**config.mk**
```make
export PLATFORM = sky130hd
export DESIGN_NAME = psc_top
export DESIGN_NICKNAME = d
export VERILOG_FILES = /design/src/inc/psc_pkg.sv /design/src/design/psc_debounce.sv /design/src/design/psc_top.sv
export SDC_FILE = /design/constraint.sdc
export NUM_CORES = 1
export LEC_CHECK = 0
export ABC_AREA = 1
export BUFFER_PORTS_ARGS = -buffer_cell sky130_fd_sc_hd__buf_4
export CELL_PAD_IN_SITES_DETAIL_PLACEMENT = 0
export CELL_PAD_IN_SITES_GLOBAL_PLACEMENT = 1
export CORE_ASPECT_RATIO = 0.9
export CORE_MARGIN = 3
export CORE_UTILIZATION = 33
export CTS_BUF_LIST = sky130_fd_sc_hd__clkbuf_16
export CTS_CLUSTER_DIAMETER = 50
export DETAILED_ROUTE_END_ITERATION = 8
export GPL_TIMING_DRIVEN = 0
export PLACE_DENSITY_LB_ADDON = 0.1
export SYNTH_ARGS = -nofsm -noshare
export SYNTH_HDL_FRONTEND = slang
export SYNTH_HIERARCHICAL = 1
export SYNTH_SLANG_ARGS = --single-unit
```
**constraint.sdc**
```tcl
create_clock -name aclk -period 1.8 [get_ports aclk]
set_input_delay 0.36 -clock aclk [delete_from_list [all_inputs] [get_ports aclk]]
set_output_delay 0.36 -clock aclk [all_outputs]
set_load 0.1 [all_outputs]
```
**src/inc/psc_pkg.sv**
```systemverilog
package psc_pkg;

	// Register byte addresses
	localparam logic [7:0] ADDR_SW_A      = 8'h00;
	localparam logic [7:0] ADDR_SW_B      = 8'h04;
	localparam logic [7:0] ADDR_SW_C      = 8'h08;
	localparam logic [7:0] ADDR_SW_D      = 8'h0C;
	localparam logic [7:0] ADDR_EN_DEB    = 8'h10;
	localparam logic [7:0] ADDR_CAP_SEL   = 8'h14;
	localparam logic [7:0] ADDR_STATUS    = 8'h18;

	// Field layout of the enable/debounce register
	localparam int EN_AMP2_BIT   = 7;
	localparam int EN_AMP1_BIT   = 6;
	localparam int EN_CMP_BIT    = 5;
	localparam int DEB_LSB       = 0;
	localparam int DEB_W         = 3;

	// Writable masks; everything else reads zero
	localparam logic [7:0] SW_FULL_MASK = 8'hFF;
	localparam logic [7:0] SW_D_MASK    = 8'h03;
	localparam logic [7:0] EN_DEB_MASK  = 8'hE7;
	localparam logic [7:0] CAP_SEL_MASK = 8'h03;
	localparam logic [7:0] REG_RESET    = 8'h00;

	// Capture source codes
	localparam logic [1:0] CAP_FROM_PIN      = 2'h0;
	localparam logic [1:0] CAP_FROM_DECISION = 2'h1;

	// Debounce counter width: longest code 7 needs 128 cycles
	localparam int DEB_CNT_W = 8;

	localparam logic [1:0] RESP_OKAY   = 2'h0;
	localparam logic [1:0] RESP_SLVERR = 2'h2;

	typedef struct packed {
		logic [7:0] sw_a;
		logic [7:0] sw_b;
		logic [7:0] sw_c;
		logic [7:0] sw_d;
		logic [7:0] en_deb;
		logic [7:0] cap_sel;
	} psc_regs_type;

	typedef struct packed {
		logic       amp_stage2_enable;
		logic       amp_stage1_enable;
		logic       comparator_dac_enable;
		logic [25:0] analog_switch_bits;
	} psc_analog_ctrl_type;

endpackage

```
**src/design/psc_debounce.sv**
```systemverilog
`timescale 1ns/1ps
module psc_debounce #(
	parameter int CNT_W = psc_pkg::DEB_CNT_W
) (
	// Clock and reset
	input  wire logic             aclk,
	input  wire logic             aresetn,
	// Control
	input  wire logic             enable,
	input  wire logic [2:0]       debounce_select,
	// Data
	input  wire logic             sample_in,
	output logic                  decision_out
);

	// Code 7 needs a count of 128
	if (CNT_W < 8) begin : g_cnt_w_check
		$error("psc_debounce: CNT_W too small for code 7");
	end

	typedef struct packed {
		logic             candidate;
		logic [CNT_W-1:0] count;
		logic             decision;
	} psc_deb_state_type;

	psc_deb_state_type state;
	psc_deb_state_type next_state;
	logic [CNT_W-1:0]  target;

	// Stable for 2^n samples: counting from change gives 2^n-1..2^n periods
	assign target = CNT_W'(1) << debounce_select;

	always_comb begin
		next_state = state;
		if (!enable) begin
			next_state = '0;
		end else if (debounce_select == 3'h0) begin
			next_state.candidate = sample_in;
			next_state.count     = '0;
			next_state.decision  = sample_in;
		end else if (sample_in != state.candidate) begin
			next_state.candidate = sample_in;
			next_state.count     = CNT_W'(1);
		end else if (state.count < target) begin
			next_state.count = state.count + CNT_W'(1);
			if (state.count + CNT_W'(1) == target) begin
				next_state.decision = state.candidate;
			end
		end else begin
			next_state.decision = state.candidate;
		end
	end

	always_ff @(posedge aclk) begin
		if (!aresetn) begin
			state <= '0;
		end else begin
			state <= next_state;
		end
	end

	assign decision_out = state.decision;

endmodule

```
**src/design/psc_top.sv**
```systemverilog
// Notes on behaviour
// - Twenty-six switch bits close on 1, open on 0, read back as written.
// - Fourth switch register keeps bits 1..0 only; bits 7..2 read zero.
// - Enable/debounce bits 4 and 3 read zero whatever is written.
// - Enable bit 7 drives the second-stage amplifier enable.
// - Enable bit 6 drives the first-stage amplifier enable.
// - Enable bit 5 enables comparator and reference DAC together.
// - Debounce code 0 bypasses; code n needs 2^n-1 to 2^n stable cycles.
// - Filtered decision drives an interrupt request toward the processor.
// - Capture source select may route the decision to the third timer capture.
// - Comparator disabled forces its status bit and the decision to zero.
//
// Register access over AXI4-Lite and the placing of the registers are this design's own decisions.
`timescale 1ns/1ps
module psc_top (
	// Clock and reset
	input  wire logic                        aclk,
	input  wire logic                        aresetn,
	// AXI4-Lite write address
	input  wire logic [7:0]                  s_axi_awaddr,
	input  wire logic                        s_axi_awvalid,
	output logic                             s_axi_awready,
	// AXI4-Lite write data
	input  wire logic [31:0]                 s_axi_wdata,
	input  wire logic [3:0]                  s_axi_wstrb,
	input  wire logic                        s_axi_wvalid,
	output logic                             s_axi_wready,
	// AXI4-Lite write response
	output logic [1:0]                       s_axi_bresp,
	output logic                             s_axi_bvalid,
	input  wire logic                        s_axi_bready,
	// AXI4-Lite read address
	input  wire logic [7:0]                  s_axi_araddr,
	input  wire logic                        s_axi_arvalid,
	output logic                             s_axi_arready,
	// AXI4-Lite read data
	output logic [31:0]                      s_axi_rdata,
	output logic [1:0]                       s_axi_rresp,
	output logic                             s_axi_rvalid,
	input  wire logic                        s_axi_rready,
	// Analog cells
	input  wire logic                        comparator_raw,
	output psc_pkg::psc_analog_ctrl_type     analog_ctrl,
	// Interrupt and timer
	output logic                             proximity_irq,
	input  wire logic                        capture_pin,
	output logic                             timer_capture_input
);

	typedef struct packed {
		psc_pkg::psc_regs_type regs;
		logic                  aw_held;
		logic [7:0]            aw_addr;
		logic                  w_held;
		logic [31:0]           w_data;
		logic [3:0]            w_strb;
		logic                  bvalid;
		logic [1:0]            bresp;
		logic                  rvalid;
		logic [1:0]            rresp;
		logic [31:0]           rdata;
		logic                  cmp_meta;
		logic                  cmp_sync;
		logic                  pin_meta;
		logic                  pin_sync;
		logic                  capture;
		logic                  cmp_status;
	} psc_top_state_type;

	psc_top_state_type state;
	psc_top_state_type next_state;
	logic              proximity_decision;
	logic              comparator_on;
	logic              do_write;

	function automatic logic addr_mapped(input logic [7:0] a);
		if (a == psc_pkg::ADDR_SW_A) return 1'b1;
		else if (a == psc_pkg::ADDR_SW_B) return 1'b1;
		else if (a == psc_pkg::ADDR_SW_C) return 1'b1;
		else if (a == psc_pkg::ADDR_SW_D) return 1'b1;
		else if (a == psc_pkg::ADDR_EN_DEB) return 1'b1;
		else if (a == psc_pkg::ADDR_CAP_SEL) return 1'b1;
		else if (a == psc_pkg::ADDR_STATUS) return 1'b1;
		else return 1'b0;
	endfunction

	function automatic logic [7:0] merge(input logic [7:0] old, input logic [31:0] d,
		input logic [3:0] strb, input logic [7:0] mask);
		return strb[0] ? (d[7:0] & mask) : old;
	endfunction

	assign comparator_on = state.regs.en_deb[psc_pkg::EN_CMP_BIT];
	assign do_write      = state.aw_held && state.w_held && !state.bvalid;

	always_comb begin
		next_state = state;
		// Two-stage synchronisers for asynchronous inputs
		next_state.cmp_meta = comparator_raw;
		next_state.cmp_sync = state.cmp_meta;
		next_state.pin_meta = capture_pin;
		next_state.pin_sync = state.pin_meta;
		next_state.cmp_status = comparator_on & state.cmp_sync;
		// Capture routing
		if (state.regs.cap_sel[1:0] == psc_pkg::CAP_FROM_DECISION) begin
			next_state.capture = proximity_decision;
		end else begin
			next_state.capture = state.pin_sync;
		end
		// Write channel
		if (s_axi_awvalid && !state.aw_held) begin
			next_state.aw_held = 1'b1;
			next_state.aw_addr = s_axi_awaddr;
		end
		if (s_axi_wvalid && !state.w_held) begin
			next_state.w_held = 1'b1;
			next_state.w_data = s_axi_wdata;
			next_state.w_strb = s_axi_wstrb;
		end
		if (do_write) begin
			next_state.aw_held = 1'b0;
			next_state.w_held  = 1'b0;
			next_state.bvalid  = 1'b1;
			next_state.bresp   = addr_mapped(state.aw_addr) ? psc_pkg::RESP_OKAY
				: psc_pkg::RESP_SLVERR;
			if (state.aw_addr == psc_pkg::ADDR_SW_A) begin
				next_state.regs.sw_a = merge(state.regs.sw_a, state.w_data, state.w_strb,
					psc_pkg::SW_FULL_MASK);
			end else if (state.aw_addr == psc_pkg::ADDR_SW_B) begin
				next_state.regs.sw_b = merge(state.regs.sw_b, state.w_data, state.w_strb,
					psc_pkg::SW_FULL_MASK);
			end else if (state.aw_addr == psc_pkg::ADDR_SW_C) begin
				next_state.regs.sw_c = merge(state.regs.sw_c, state.w_data, state.w_strb,
					psc_pkg::SW_FULL_MASK);
			end else if (state.aw_addr == psc_pkg::ADDR_SW_D) begin
				next_state.regs.sw_d = merge(state.regs.sw_d, state.w_data, state.w_strb,
					psc_pkg::SW_D_MASK);
			end else if (state.aw_addr == psc_pkg::ADDR_EN_DEB) begin
				next_state.regs.en_deb = merge(state.regs.en_deb, state.w_data,
					state.w_strb, psc_pkg::EN_DEB_MASK);
			end else if (state.aw_addr == psc_pkg::ADDR_CAP_SEL) begin
				next_state.regs.cap_sel = merge(state.regs.cap_sel, state.w_data,
					state.w_strb, psc_pkg::CAP_SEL_MASK);
			end
		end
		if (state.bvalid && s_axi_bready) begin
			next_state.bvalid = 1'b0;
		end
		// Read channel
		if (s_axi_arvalid && !state.rvalid) begin
			next_state.rvalid = 1'b1;
			next_state.rresp  = addr_mapped(s_axi_araddr) ? psc_pkg::RESP_OKAY
				: psc_pkg::RESP_SLVERR;
			next_state.rdata  = 32'h0000_0000;
			if (s_axi_araddr == psc_pkg::ADDR_SW_A) begin
				next_state.rdata[7:0] = state.regs.sw_a;
			end else if (s_axi_araddr == psc_pkg::ADDR_SW_B) begin
				next_state.rdata[7:0] = state.regs.sw_b;
			end else if (s_axi_araddr == psc_pkg::ADDR_SW_C) begin
				next_state.rdata[7:0] = state.regs.sw_c;
			end else if (s_axi_araddr == psc_pkg::ADDR_SW_D) begin
				next_state.rdata[7:0] = state.regs.sw_d;
			end else if (s_axi_araddr == psc_pkg::ADDR_EN_DEB) begin
				next_state.rdata[7:0] = state.regs.en_deb;
			end else if (s_axi_araddr == psc_pkg::ADDR_CAP_SEL) begin
				next_state.rdata[7:0] = state.regs.cap_sel;
			end else if (s_axi_araddr == psc_pkg::ADDR_STATUS) begin
				next_state.rdata[1:0] = {proximity_decision, state.cmp_status};
			end
		end else if (state.rvalid && s_axi_rready) begin
			next_state.rvalid = 1'b0;
		end
	end

	always_ff @(posedge aclk) begin
		if (!aresetn) begin
			state <= '0;
		end else begin
			state <= next_state;
		end
	end

	psc_debounce #(
		.CNT_W(psc_pkg::DEB_CNT_W)
	) i_psc_debounce (
		.aclk           (aclk),
		.aresetn        (aresetn),
		.enable         (comparator_on),
		.debounce_select(state.regs.en_deb[psc_pkg::DEB_LSB +: psc_pkg::DEB_W]),
		.sample_in      (state.cmp_status),
		.decision_out   (proximity_decision)
	);

	assign s_axi_awready = !state.aw_held;
	assign s_axi_wready  = !state.w_held;
	assign s_axi_bvalid  = state.bvalid;
	assign s_axi_bresp   = state.bresp;
	assign s_axi_arready = !state.rvalid;
	assign s_axi_rvalid  = state.rvalid;
	assign s_axi_rresp   = state.rresp;
	assign s_axi_rdata   = state.rdata;

	assign analog_ctrl.analog_switch_bits = {state.regs.sw_d[1:0], state.regs.sw_c,
		state.regs.sw_b, state.regs.sw_a};
	assign analog_ctrl.amp_stage2_enable     = state.regs.en_deb[psc_pkg::EN_AMP2_BIT];
	assign analog_ctrl.amp_stage1_enable     = state.regs.en_deb[psc_pkg::EN_AMP1_BIT];
	assign analog_ctrl.comparator_dac_enable = comparator_on;
	assign proximity_irq       = proximity_decision;
	assign timer_capture_input = state.capture;

	a_sw_d_upper: assert property (@(posedge aclk) disable iff (!aresetn)
		state.regs.sw_d[7:2] == 6'h00) else $error("upper switch bits set");
	a_en_unimpl: assert property (@(posedge aclk) disable iff (!aresetn)
		state.regs.en_deb[4:3] == 2'h0) else $error("unimplemented bits set");
	a_cmp_off_zero: assert property (@(posedge aclk) disable iff (!aresetn)
		!comparator_on |=> !state.cmp_status) else $error("status not zero");
	a_dec_off_zero: assert property (@(posedge aclk) disable iff (!aresetn)
		!comparator_on |=> !proximity_decision) else $error("decision not zero");
	a_irq_follows: assert property (@(posedge aclk) disable iff (!aresetn)
		proximity_irq == proximity_decision) else $error("irq mismatch");
	a_cap_route: assert property (@(posedge aclk) disable iff (!aresetn)
		state.regs.cap_sel[1:0] == psc_pkg::CAP_FROM_DECISION && $stable(state.regs.cap_sel)
		|=> timer_capture_input == $past(proximity_decision))
		else $error("capture route wrong");
	a_amp_enables: assert property (@(posedge aclk) disable iff (!aresetn)
		analog_ctrl.amp_stage2_enable == state.regs.en_deb[7]
		&& analog_ctrl.amp_stage1_enable == state.regs.en_deb[6])
		else $error("amp enable wrong");
	a_write_sw_a: assert property (@(posedge aclk) disable iff (!aresetn)
		do_write && state.aw_addr == psc_pkg::ADDR_SW_A && state.w_strb[0]
		|=> analog_ctrl.analog_switch_bits[7:0] == $past(state.w_data[7:0]))
		else $error("switch write lost");
	a_bypass: assert property (@(posedge aclk) disable iff (!aresetn)
		comparator_on && state.regs.en_deb[2:0] == 3'h0 && $stable(state.regs.en_deb)
		|=> proximity_decision == $past(state.cmp_status)) else $error("bypass wrong");
	a_bresp_after: assert property (@(posedge aclk) disable iff (!aresetn)
		do_write |=> s_axi_bvalid) else $error("no write response");
	a_reset_clear: assert property (@(posedge aclk)
		!aresetn |=> state.regs == '0 && !state.bvalid && !state.rvalid)
		else $error("reset left state");
	a_cmp_dac: assert property (@(posedge aclk) disable iff (!aresetn)
		analog_ctrl.comparator_dac_enable == state.regs.en_deb[5])
		else $error("comparator enable wrong");
	a_hold_count: assert property (@(posedge aclk) disable iff (!aresetn)
		$changed(state.cmp_status) && state.regs.en_deb[2:0] == 3'h2
		&& comparator_on ##1 1 |-> $stable(proximity_decision))
		else $error("decision moved early");

	c_write: cover property (@(posedge aclk) do_write);
	c_read: cover property (@(posedge aclk) s_axi_rvalid && s_axi_rready);
	c_irq: cover property (@(posedge aclk) $rose(proximity_irq));
	c_capture: cover property (@(posedge aclk) $rose(timer_capture_input));

endmodule

```
# [Word level (Yosys, flattened, before mapping)]
# Index checks and enable logic that the tools add are counted.
[totals] regBits=83 latch_bits=0 ramBits=0 rom_bits=0 input_bits=61 output_inout_bits=72 word_cells=118 n_memories=0
[op_classes] add_sub_neg=1 mul=0 div=0 magnitude_cmp=1 n_eq_ne=17 shift=1 n_mux=35 bitwise=8 reduce_logical=29
[op_table] operator="$mux 8" n=7
[op_table] operator="$eq 8x5->1 const B" n=6
[op_table] operator="$eq 8x4->1 const B" n=4
[op_table] operator="$mux 1" n=23
[op_table] operator="$eq 8x3->1 const B" n=2
[op_table] operator="$logic_not 8->1" n=2
[op_table] operator="$mux 10" n=1
[op_table] operator="$add 8x1->8 const B" n=1
[op_table] operator="$eq 8x8->1" n=1
[op_table] operator="$lt 8x8->1" n=1
[op_table] operator="$mux 2" n=4
[op_table] operator="$reduce_and 8->1" n=1
[op_table] operator="$shl 1x3->8 const A" n=1
[op_table] operator="$logic_and 1x1->1" n=7
[op_table] operator="$not 1->1" n=7
[op_table] operator="$reduce_and 7->1" n=1
[op_table] operator="$reduce_and 6->1" n=1
[op_table] operator="$reduce_bool 2->1" n=3
[op_table] operator="$reduce_and 5->1" n=1
[op_table] operator="$logic_not 1->1" n=4
[op_table] operator="$reduce_and 2->1" n=2
[op_table] operator="$reduce_and 4->1" n=1
[op_table] operator="$reduce_or 2->1" n=2
[op_table] operator="$reduce_or 4->1" n=1
[op_table] operator="8 further kinds" n=8

# [Depth between registers and ports, before layout]
# Gate-level depths: netlist of run 1.
[logic_depth] ltp_word=10 ltp_mapped=14 ltp_nobuf=14

# [Hierarchy]
# The synthesis of run 1 kept the hierarchy.
[by_module_without_submodules] mod="psc_top" instances=1 cells_per_inst=481 area_per_inst_um2=3631.0
[by_module_without_submodules] mod="psc_debounce" instances=1 cells_per_inst=157 area_per_inst_um2=974.7

# [Least setup slack after synthesis of run 1]
# No wires, ideal clock.
[synth_path] path_type="reg-to-reg" from="reg state, in the netlist s_axi_rvalid" to="reg state, in the netlist s_axi_rdata[5]" setup_time_ps=132 arrival_ps=2379 required_ps=1668 slack_ps=-711 path_stages_with_launch=7 period_less_slack_ps=2511 path_cell_list="dfxtp_1 -> inv_1 -> nand2_1 -> clkbuf_1 -> a21oi_1 -> nand2_1 -> a21oi_1"
[synth_via] elab_chain_len=2
[synth_lines] element="start: declaration" line="psc_top.sv:70" rtl="psc_top_state_type state;"
[synth_lines] element="start signal: assignment" line="psc_top.sv:178" rtl="state <= next_state;"
[synth_lines] element="$logic_not 1->1"
[synth_lines] element="via s_axi_arready" line="psc_top.sv:35" rtl="output logic s_axi_arready,"
[synth_lines] element="$logic_and 1x1->1" line="psc_top.sv:149" rtl="if (s_axi_arvalid && !state.rvalid) begin"
# The timed path passes the listed nets, and every way through them passes these cells.
# A chain may end at the register's enable or synchronous reset.

# [Worst setup path in the final report of run 1]
[layout_path] from="reg state[100] in the netlist's numbering" to="reg i_psc_debounce/state[1] in the netlist's numbering"
[layout_via] elab_chain_len=3 elab_cells_between_ends=5 classes_between="order compare (1); shift (1); reduce/logical (3)"
[layout_lines] element="$shl 1x3->8" line="psc_debounce.sv:32" rtl="assign target = CNT_W'(1) << debounce_select;"
[layout_lines] element="$lt 8x8->1" line="psc_debounce.sv:45" rtl="end else if (state.count < target) begin"
[layout_lines] element="$reduce_bool 2->1 (no line)"
[layout_lines] element="end signal: assignment" line="psc_debounce.sv:59" rtl="state <= next_state;"
[layout_lines] element="end: declaration" line="psc_debounce.sv:27" rtl="psc_deb_state_type state;"
# Parallel ways exist; a longest one is shown, timed or not.

==> results of run 1 <==
## critical path, stage by stage (launching register included)
cell,delay (ns)
dfxtp_4,0.38
inv_4,0.06
nor3_4,0.19
inv_2,0.08
ha_4,0.26
nand2_2,0.05
o21a_1,0.16
and2_4,0.17
buf_8,0.14
xor2_1,0.15
a211oi_2,0.21
## sequential cells by signal (all words and copies together), names as in the netlist
signal,count
analog_ctrl,29
i_psc_debounce/decision_out,1
next_state,2
i_psc_debounce/state,9
s_axi_rdata,8
s_axi_rresp,1
state,27
s_axi_bresp,1
timer_capture_input,1
s_axi_rvalid,1
s_axi_bvalid,1
## cells by family (layout without fill, tap and decap cells)
group / after synthesis / in the layout
AOI/OAI and AO/OA: 119 / 119
xor gates and xnor gates: 2 / 2
adders and majority gates: 9 / 9
buffers and inverters: 165 / 267
DFF: 81 / 81
other: 1 / 26
and+or+nand+nor: 261 / 261
## layer usage
layer / part of all wire (%) / track usage [%]
met3: 5.3 / 3.40
met2: 44 / 25.5
met5: 0 / 0
met1: 50 / 24.8
met4: 0.65 / 3.86
## timing repair
action / in CTS / in global routing
gates cloned: 1 / 0
setup endpoints to repair: 9 / 9
pin swaps: 5 / 9
buffers inserted: 5 / 2
hold buffers: 0 / 0
gates resized for setup: 12 / 30
## metrics by stage
step / total power [mW] / area [um2] / TNS, ns / cells
after floorplan: 2.56 / 4730 / -0.0186 / 663
after global placement: 2.73 / 5530 / -2.30 / 910
after detailed placement: 2.73 / 5530 / -2.58 / 910
after CTS: 4.78 / 5960 / -0.789 / 932
after global routing: 4.92 / 6100 / -1.52 / 933
final: 4.72 / 6100 / -0.511 / 933
## cell usage in the layout (no fill, tap or decap), types with 4 or more instances in the layout
master       n
nor2_4       5
conb_1      26
o21ai_0     38
ha_4         4
nand4_1      6
nand3_1     35
a211oi_2    14
a21oi_1     42
dfxtp_1     75
nor2_2      10
nand3_2      8
clkbuf_16   10
dfxtp_4      4
a21oi_2      7
nand2_2      9
nor2_1      77
inv_1       73
ha_1         5
buf_4      151
clkbuf_1     7
nand2_1     99
inv_2       10
## power by group
group,switching [mW],internal [mW]
registers,0.0577,1.84
logic,0.597,0.197
clock network,0.735,1.29
total,1.39,3.33
## final cells by class
cell class | instances | area, um2 | area share [%]
clock inverters | 6 | 81.3 | 1.33
well taps | 168 | 210 | 3.44
flip-flops and latches | 81 | 1640 | 26.9
clock buffers | 10 | 250 | 4.10
inverters | 85 | 340 | 5.58
multi-input cells | 417 | 2360 | 38.6
repair buffers | 87 | 651 | 10.7
plain buffers | 79 | 576 | 9.43
## worst max-delay path by stage
stage	to	slack (ns)	depth (start not counted)
3_5_place_dp	i_psc_debounce/state[1]$_SDFFE_PP0P_	-0.38	10
6_report	i_psc_debounce/state[1]$_SDFFE_PP0P_	-0.12	10
5_1_grt	i_psc_debounce/state[6]$_SDFFE_PP0N_	-0.22	12
3_3_place_gp	i_psc_debounce/state[1]$_SDFFE_PP0P_	-0.35	10
4_1_cts	i_psc_debounce/state[1]$_SDFFE_PP0P_	-0.12	10
2_1_floorplan	i_psc_debounce/state[1]$_SDFFE_PP0P_	-0.02	10
==> flow_summary.ini, run 1 <==
[place]
hpwlAfterDp_um = 9750
place_ws_ns = -0.381
io_buffers = 79
gp_congestion = 0.817

[hold_path]
min_to = s_axi_bvalid$_SDFFE_PP0P_
whs_path_depth = 2
hold_path.class = in2reg
hold_start = s_axi_bready

[grt]
antenna_found_initial = 0
grt_pass1_vias = 4031
grt_max_degree = 14
grt.total_usage_pct = 16.9
grt_pass1_wl_um = 20700
grt.overflow.total = 0

[timing]
fin_crit_ns = 1.92
maxSlewViolCount = 0
whs_ns = 0.200
period_share_pct = 107
slew_headroom_pct = 47.8
setup_violations = 9
worst_slew_pin_slew_ns = 0.784
finClkSkew_ns = 0.00602
worst_slack_ns = -0.119
rsz0062_at_grt = yes
clock.fmax_mhz = 521
hold_viol = 0

[clock_network]
cts_buffers = 9
clkSinkCount = 81
cts_buffer_depth = 2
cts.clk_slew.worst_paths_ns = 0.06
cts_tree = built
clockRootBuffer = clkbuf_16
htreeDepth = 3
worstSkewPairLatency_ns = 0.33

[worst_setup_path]
start_kind = flip-flop
r2r_slack_ns = -0.12
startpoint = state[100]$_SDFFE_PN0P_
cp.arrival_ns = 2.18
rr_worst_depth = 10
required_ns = 2.06
timing.rr.end = i_psc_debounce/state[1]$_SDFFE_PP0P_
endpoint_kind = flip-flop
crit_fanout = 5
critical_path_class = reg2reg
worstReg2RegStart = state[100]$_SDFFE_PN0P_

[power_and_ir_drop]
peakVddDrop_mv = 0.543
p_leak_nw = 2.91
p_per_area_nw_per_um2 = 773

[die]
ioPinCount = 133
fp.dieH_um = 118
core_area_um2 = 13500
initial_core_util_pct = 34.1
die_area_um2 = 15400
die_w_um = 131
rows = 40

[yosys]
synth_top_family_by_area = simple AND/OR/NAND/NOR gates
postSynthCellCount = 638
synth_xor_area_share_pct = 0.380
async_flop_share_pct = 0
yosysSeqAreaShare_pct = 35.2
synth.distinct_cells = 39
synth_top_cell_by_area = dfxtp_1
synth-compound-area-share_pct = 15.4
synthSimpleGateAreaFrac_pct = 27.1
synthMuxAreaShare_pct = 0
post-synth-top-area-fraction_pct = 35.2
synth_adder_area_share_pct = 2.44
syn-cell-area_um2 = 4610
synth_area_per_cell_um2 = 7.22
synth_warnings = 6
synth_most_common_cell = nand2_1
ys_top_cells_by_count = nand2_1, dfxtp_1, nor2_1
synth-edff-count = 0
synth_area_leaders = dfxtp_1, buf_4, nand2_1
ys_ff_latch = 81
ys.flop_type = dfxtp_1

[routing]
via_count = 4237
drt-pass1-iter-count = 5
drtIter0Drc = 214
via_per_inst = 4.54
ant_nets = 0
wirelength_um = 13000
drc = 0
wl_per_cell_um = 13.9

[final_layout]
fillCellCount = 1400
nets = 830
drive_gt1_share_pct = 34.2
n_antenna_cell = 0
final_util_pct = 45.2
syn_to_final_growth_pct = 32.5

[run]
maxCapViolations = 0

[run_status]
violations = setup timing
outcome = finished with violations
Power figures use the tool's default switching activity.
==> run 2: changes to the inputs <==
SYNTH_HIERARCHICAL = not set   (was 1)
==> flow_summary.ini, run 2 <==
[worst_setup_path]
cp_common_cell = nand2_1
endpoint = i_psc_debounce.decision_out$_SDFFE_PN0P_
timing.rr.end = i_psc_debounce.decision_out$_SDFFE_PN0P_
cp.buffers_inverters = 3
rr_worst_depth = 13
cp.arrival_ns = 2.05
crit_fanout = 7
max_stage_delay_ns = 0.44
start_kind = flip-flop
endpoint_kind = flip-flop
critical_path_class = reg2reg
cp.depth = 13
crit_slowest_cell = dfxtp_4
r2r_slack_ns = -0.02
path_cells = inv_6 > nor2_4 > inv_2 > ha_4 > a21oi_2 > o21a_1 > nand2_4 > inv_6 > nand2_4 > nand2_2 > nand2_1 > nand2_1 > nand2_1
crit_family = simple AND/OR/NAND/NOR gates
required_ns = 2.03
worstReg2RegStart = state[100]$_SDFFE_PN0P_
startpoint = state[100]$_SDFFE_PN0P_

[die]
rows = 38
die_w_um = 125
fp.dieH_um = 113
ioPinCount = 133
initial_core_util_pct = 34.3
core_area_um2 = 12300
die_area_um2 = 14100

[timing]
setup_tns_ns = -0.0422
fin_crit_ns = 1.82
setup_violations = 3
slew_headroom_pct = 52.8
worst_slew_pin_slew_ns = 0.708
rsz0062_at_grt = yes
maxSlewViolCount = 0
clock.fmax_mhz = 549
period_share_pct = 101
hold_viol = 0
finClkSkew_ns = 0.00414
worst_slack_ns = -0.0230

[place]
io_buffers = 78
gp_congestion = 0.833
hpwlAfterDp_um = 9110
place_ws_ns = -0.373
dpl.cell_count = 828

[run_status]
outcome = finished with violations
violations = setup timing

[routing]
wl_per_cell_um = 14.1
via_per_inst = 4.65
drc = 0
drt-pass1-iter-count = 5
ant_nets = 0
via_count = 3992
drtIter0Drc = 234
wirelength_um = 12100

[yosys]
ys.flop_type = dfxtp_1
synth.distinct_cells = 37
synth_area_per_cell_um2 = 7.44
synth_most_common_cell = nand2_1
ys_top_cells_by_count = nand2_1, dfxtp_1, buf_4
synth_warnings = 0
synthSimpleGateAreaFrac_pct = 20.7
async_flop_share_pct = 0
synth-compound-area-share_pct = 18.1
synth_xor_area_share_pct = 0.625
synth-edff-count = 0
synth_top_cell_by_area = dfxtp_1
post-synth-top-area-fraction_pct = 38.6
synth_adder_area_share_pct = 2.68
syn-cell-area_um2 = 4200
yosysSeqAreaShare_pct = 38.6
synth_area_leaders = dfxtp_1, buf_4, nand2_1
synthMuxAreaShare_pct = 0
synth_top_family_by_area = simple AND/OR/NAND/NOR gates
ys_ff_latch = 81
postSynthCellCount = 565

[hold_path]
hold_path.class = in2reg

[clock_network]
hold_buffers = 0
cts.clk_slew.worst_paths_ns = 0.06
worstSkewPairLatency_ns = 0.33
cts_tree = built
clkSinkCount = 81
cts_buffers = 9
htreeDepth = 3
clockRootBuffer = clkbuf_16
cts_buffer_depth = 2

[final_layout]
layout_commonest_cell = buf_4
multi_input_area_um2 = 2100
n_antenna_cell = 0
nets = 766
most-common-layout-cells = buf_4, nand2_1, dfxtp_1, inv_1, nor2_1
largest_reg_flops = 29
syn_to_final_growth_pct = 37.1
drive_gt1_share_pct = 34.2
final_util_pct = 47.0
fin_cells = 859
fillCellCount = 1234
seq_area_um2 = 1640

[power_and_ir_drop]
p_per_area_nw_per_um2 = 738
peakVddDrop_mv = 0.448
finalPower_mw = 4.25
p_leak_nw = 2.63

[grt]
grt.overflow.total = 0
grt_pass1_vias = 3870
grt_pass1_wl_um = 19200
grt_max_degree = 13
antenna_found_initial = 0
grt.total_usage_pct = 16.9

[run]
maxCapViolations = 0
[run 2: cell count changes after synthesis, sizes merged, moves of 5 or more]
cell	previous run	this run
nand2	110	85
nand3	43	25
nor3	3	8
nor2	95	59
a211oi	17	22
inv	85	65
[run 2: area by class of cell]
| class | count | area share, % |
|---|---|---|
| plain buffers | 80 | 10.1 |
| clock buffers | 9 | 3.91 |
| clock inverters | 5 | 0.456 |
| inverters | 66 | 4.54 |
| multi-input cells | 363 | 36.4 |
| flip-flops and latches | 81 | 28.5 |
| well taps | 160 | 3.47 |
| repair buffers | 95 | 12.6 |
[run 2: worst min path at each step]
stage	from	end	slack, ns	cells after the start
floorplan	next_state[2]$_SDFF_PN0_	state[2]$_SDFF_PN0_	0.39	2
global placement	next_state[4]$_SDFF_PN0_	state[4]$_SDFF_PN0_	0.41	2
detailed placement	next_state[2]$_SDFF_PN0_	state[2]$_SDFF_PN0_	0.41	2
CTS	s_axi_bready	s_axi_bvalid$_SDFFE_PP0P_	0.20	2
global route	s_axi_bready	s_axi_bvalid$_SDFFE_PP0P_	0.21	2
finish	s_axi_bready	s_axi_bvalid$_SDFFE_PP0P_	0.21	2
[run 2: cells by family after synthesis]
kind of cell | count (synthesis)
compound gates | 132
xor+xnor | 3
fa+ha+maj | 9
buf+inv | 146
flops | 81
other cells | 1
simple gates | 193
[run 2: timing repair]
item                       CTS  global route
setup endpoints to repair   11            23
cloned                       1             0
setup buffers                7             9
pin swaps                    6            16
resized for setup           30            50
[run 2: power by group]
| part | total (mW) | switching (mW) | internal [mW] |
|---|---|---|---|
| sequential | 1.87 | 0.0271 | 1.84 |
| clock | 1.61 | 0.701 | 0.906 |
| combinational | 0.775 | 0.589 | 0.186 |
| total | 4.25 | 1.32 | 2.93 |
[run 2: routing by layer]
layer  routed length, um  up-vias  track usage, %
met5                   0        -               0
met4                  80        0            3.76
met3                 574        7            3.73
met2                5880      120            29.1
met1                5600     1824            21.8
li1                    -     2041               -
[run 2: stage by stage]
step	area [um2]	hold WS [ns]
after global placement	5090	0.409
after CTS	5500	0.203
after global routing	5760	0.209
final	5760	0.213
after detailed placement	5090	0.407
after floorplan	4310	0.390
==> run 3: changes to the inputs <==
CORE_MARGIN = 5   (was 3)
HOLD_SLACK_MARGIN = 0.08   (was not set)
==> flow_summary.ini, run 3 (synthesis results as in run 2) <==
[clock_network]
htreeDepth = 3
cts.clk_slew.worst_paths_ns = 0.06
cts_buffer_depth = 2
cts_tree = built
clkSinkCount = 81
cts_buffers = 9
worstSkewPairLatency_ns = 0.34
clockRootBuffer = clkbuf_16

[final_layout]
most-common-layout-cells = buf_4, nand2_1, dfxtp_1, inv_1, nor2_1
layout_commonest_cell = buf_4
largest_reg_flops = 29
nets = 763
n_antenna_cell = 0
final_util_pct = 45.5
fillCellCount = 1313
drive_gt1_share_pct = 33.5
syn_to_final_growth_pct = 36.1

[die]
fp.dieH_um = 117
core_area_um2 = 12600
initial_core_util_pct = 33.4
die_w_um = 129
rows = 39
ioPinCount = 133
die_area_um2 = 15100

[timing]
rsz0062_at_grt = yes
period_share_pct = 98.9
hold_viol = 0
finClkSkew_ns = 0.00708
setup_violations = 0
worst_slew_pin_slew_ns = 0.718
whs_ns = 0.198
slew_headroom_pct = 52.1
clock.fmax_mhz = 562
maxSlewViolCount = 0
fin_crit_ns = 1.78

[worst_setup_path]
crit_slowest_cell = dfxtp_4
path_cells = buf_4 > nand3_2 > ha_1 > a21oi_2 > o21ai_2 > nand2_1 > nand2_4 > buf_8 > a21oi_1 > a211oi_2
start_kind = flip-flop
endpoint_kind = flip-flop
critical_path_class = reg2reg
cp.arrival_ns = 2.00
required_ns = 2.02
max_stage_delay_ns = 0.39
crit_fanout = 6
r2r_slack_ns = 0.02

[routing]
ant_nets = 0
wirelength_um = 12300
via_count = 3936
drtIter0Drc = 191
via_per_inst = 4.57
drt-pass1-iter-count = 4
drc = 0
wl_per_cell_um = 14.2

[place]
gp_congestion = 0.831
io_buffers = 78
hpwlAfterDp_um = 9250

[grt]
grt_max_degree = 15
antenna_found_initial = 0
grt_pass1_vias = 3843
grt_pass1_wl_um = 19300
grt.total_usage_pct = 16.6
grt.overflow.total = 0

[hold_path]
hold_path.class = in2reg

[power_and_ir_drop]
peakVddDrop_mv = 0.464
p_per_area_nw_per_um2 = 782
p_leak_nw = 2.61

[run]
maxCapViolations = 0

[run_status]
outcome = complete, no violations
==> run 3: changes by cell type in the layout (fill, tap and decap cells not counted), sizes merged <==
cell	delta
inv	+2
clkbuf	-1
buf	-2
clkinvlp	+1
bufinv	+1
clkinv	-2
==> run 3: per-stage QoR <==
step | power (mW) | setup WS [ns] | area, um2 | setup TNS [ns] | cells
final | 4.48 | 0.0205 | 5720 | 0 | 862
after global routing | 4.66 | -0.0978 | 5720 | -0.598 | 862
after CTS | 4.52 | 0.000998 | 5570 | 0 | 855
after detailed placement | 2.68 | -0.343 | 5100 | -5.40 | 832
after global placement | 2.68 | -0.328 | 5100 | -4.45 | 832
after floorplan | 2.52 | -0.132 | 4310 | -1.79 | 590
==> run 3: area by class of cell <==
cell class                      count  area, um2  share of cell area [%]
Inverter                           66        256                    4.48
Multi-Input combinational cell    363       2050                    35.7
Buffer                             80        583                    10.2
Tap cell                          164        205                    3.59
Clock buffer                        9        225                    3.94
Sequential cell                    81       1640                    28.7
Timing Repair Buffer               92        698                    12.2
Clock inverter                      7       68.8                    1.20
==> run 3: per-layer routing <==
| metal | track usage [%] | vias to the layer above | share of wire, % | wire [um] |
|---|---|---|---|---|
| met2 | 27.2 | 101 | 46 | 5590 |
| met1 | 21.3 | 1779 | 46 | 5690 |
| li1 | - | 2040 | - | - |
| met5 | 0 | - | 0 | 0 |
| met3 | 4.95 | 16 | 6.5 | 799 |
| met4 | 4.76 | 0 | 1.7 | 207 |
==> run 3: final timing paths <==
| path | end | from | cells past startpoint |
|---|---|---|---|
| setup / recovery | i_psc_debounce.state[8]$_SDFFE_PP0N_ | state[98]$_SDFFE_PN0P_ | 10 |
| setup reg to reg | i_psc_debounce.state[8]$_SDFFE_PP0N_ | state[98]$_SDFFE_PN0P_ | 10 |
| hold reg to reg | state[0]$_SDFF_PN0_ | state[4]$_SDFF_PN0_ | 2 |
| hold / removal | s_axi_bvalid$_SDFFE_PP0P_ | s_axi_bready | 2 |
==> run 3: critical path: cells and delay by family (launching register included) <==
| family | cells | cell delay [ns] |
|---|---|---|
| compound gates | 4 | 0.43 |
| fa+ha+maj | 1 | 0.31 |
| buf+inv | 2 | 0.26 |
| flops | 1 | 0.39 |
| simple gates | 3 | 0.28 |
==> run 3: power by group <==
group	internal, mW	total [mW]	leakage, nW	switching, mW
Combinational	0.185	0.782	1.80	0.597
Sequential	1.84	1.87	0.664	0.0286
Clock	1.07	1.82	0.145	0.751
Total	3.10	4.48	2.61	1.38
==> run 3: repair_timing <==
| action | 4_1_cts | 5_1_grt |
|---|---|---|
| endpoints found under the setup margin | 14 | 50 |
| gates cloned | 1 | 0 |
| pin swaps | 5 | 9 |
| setup buffers | 6 | 7 |
| gates resized for setup | 33 | 33 |
| hold buffers | 0 | 0 |
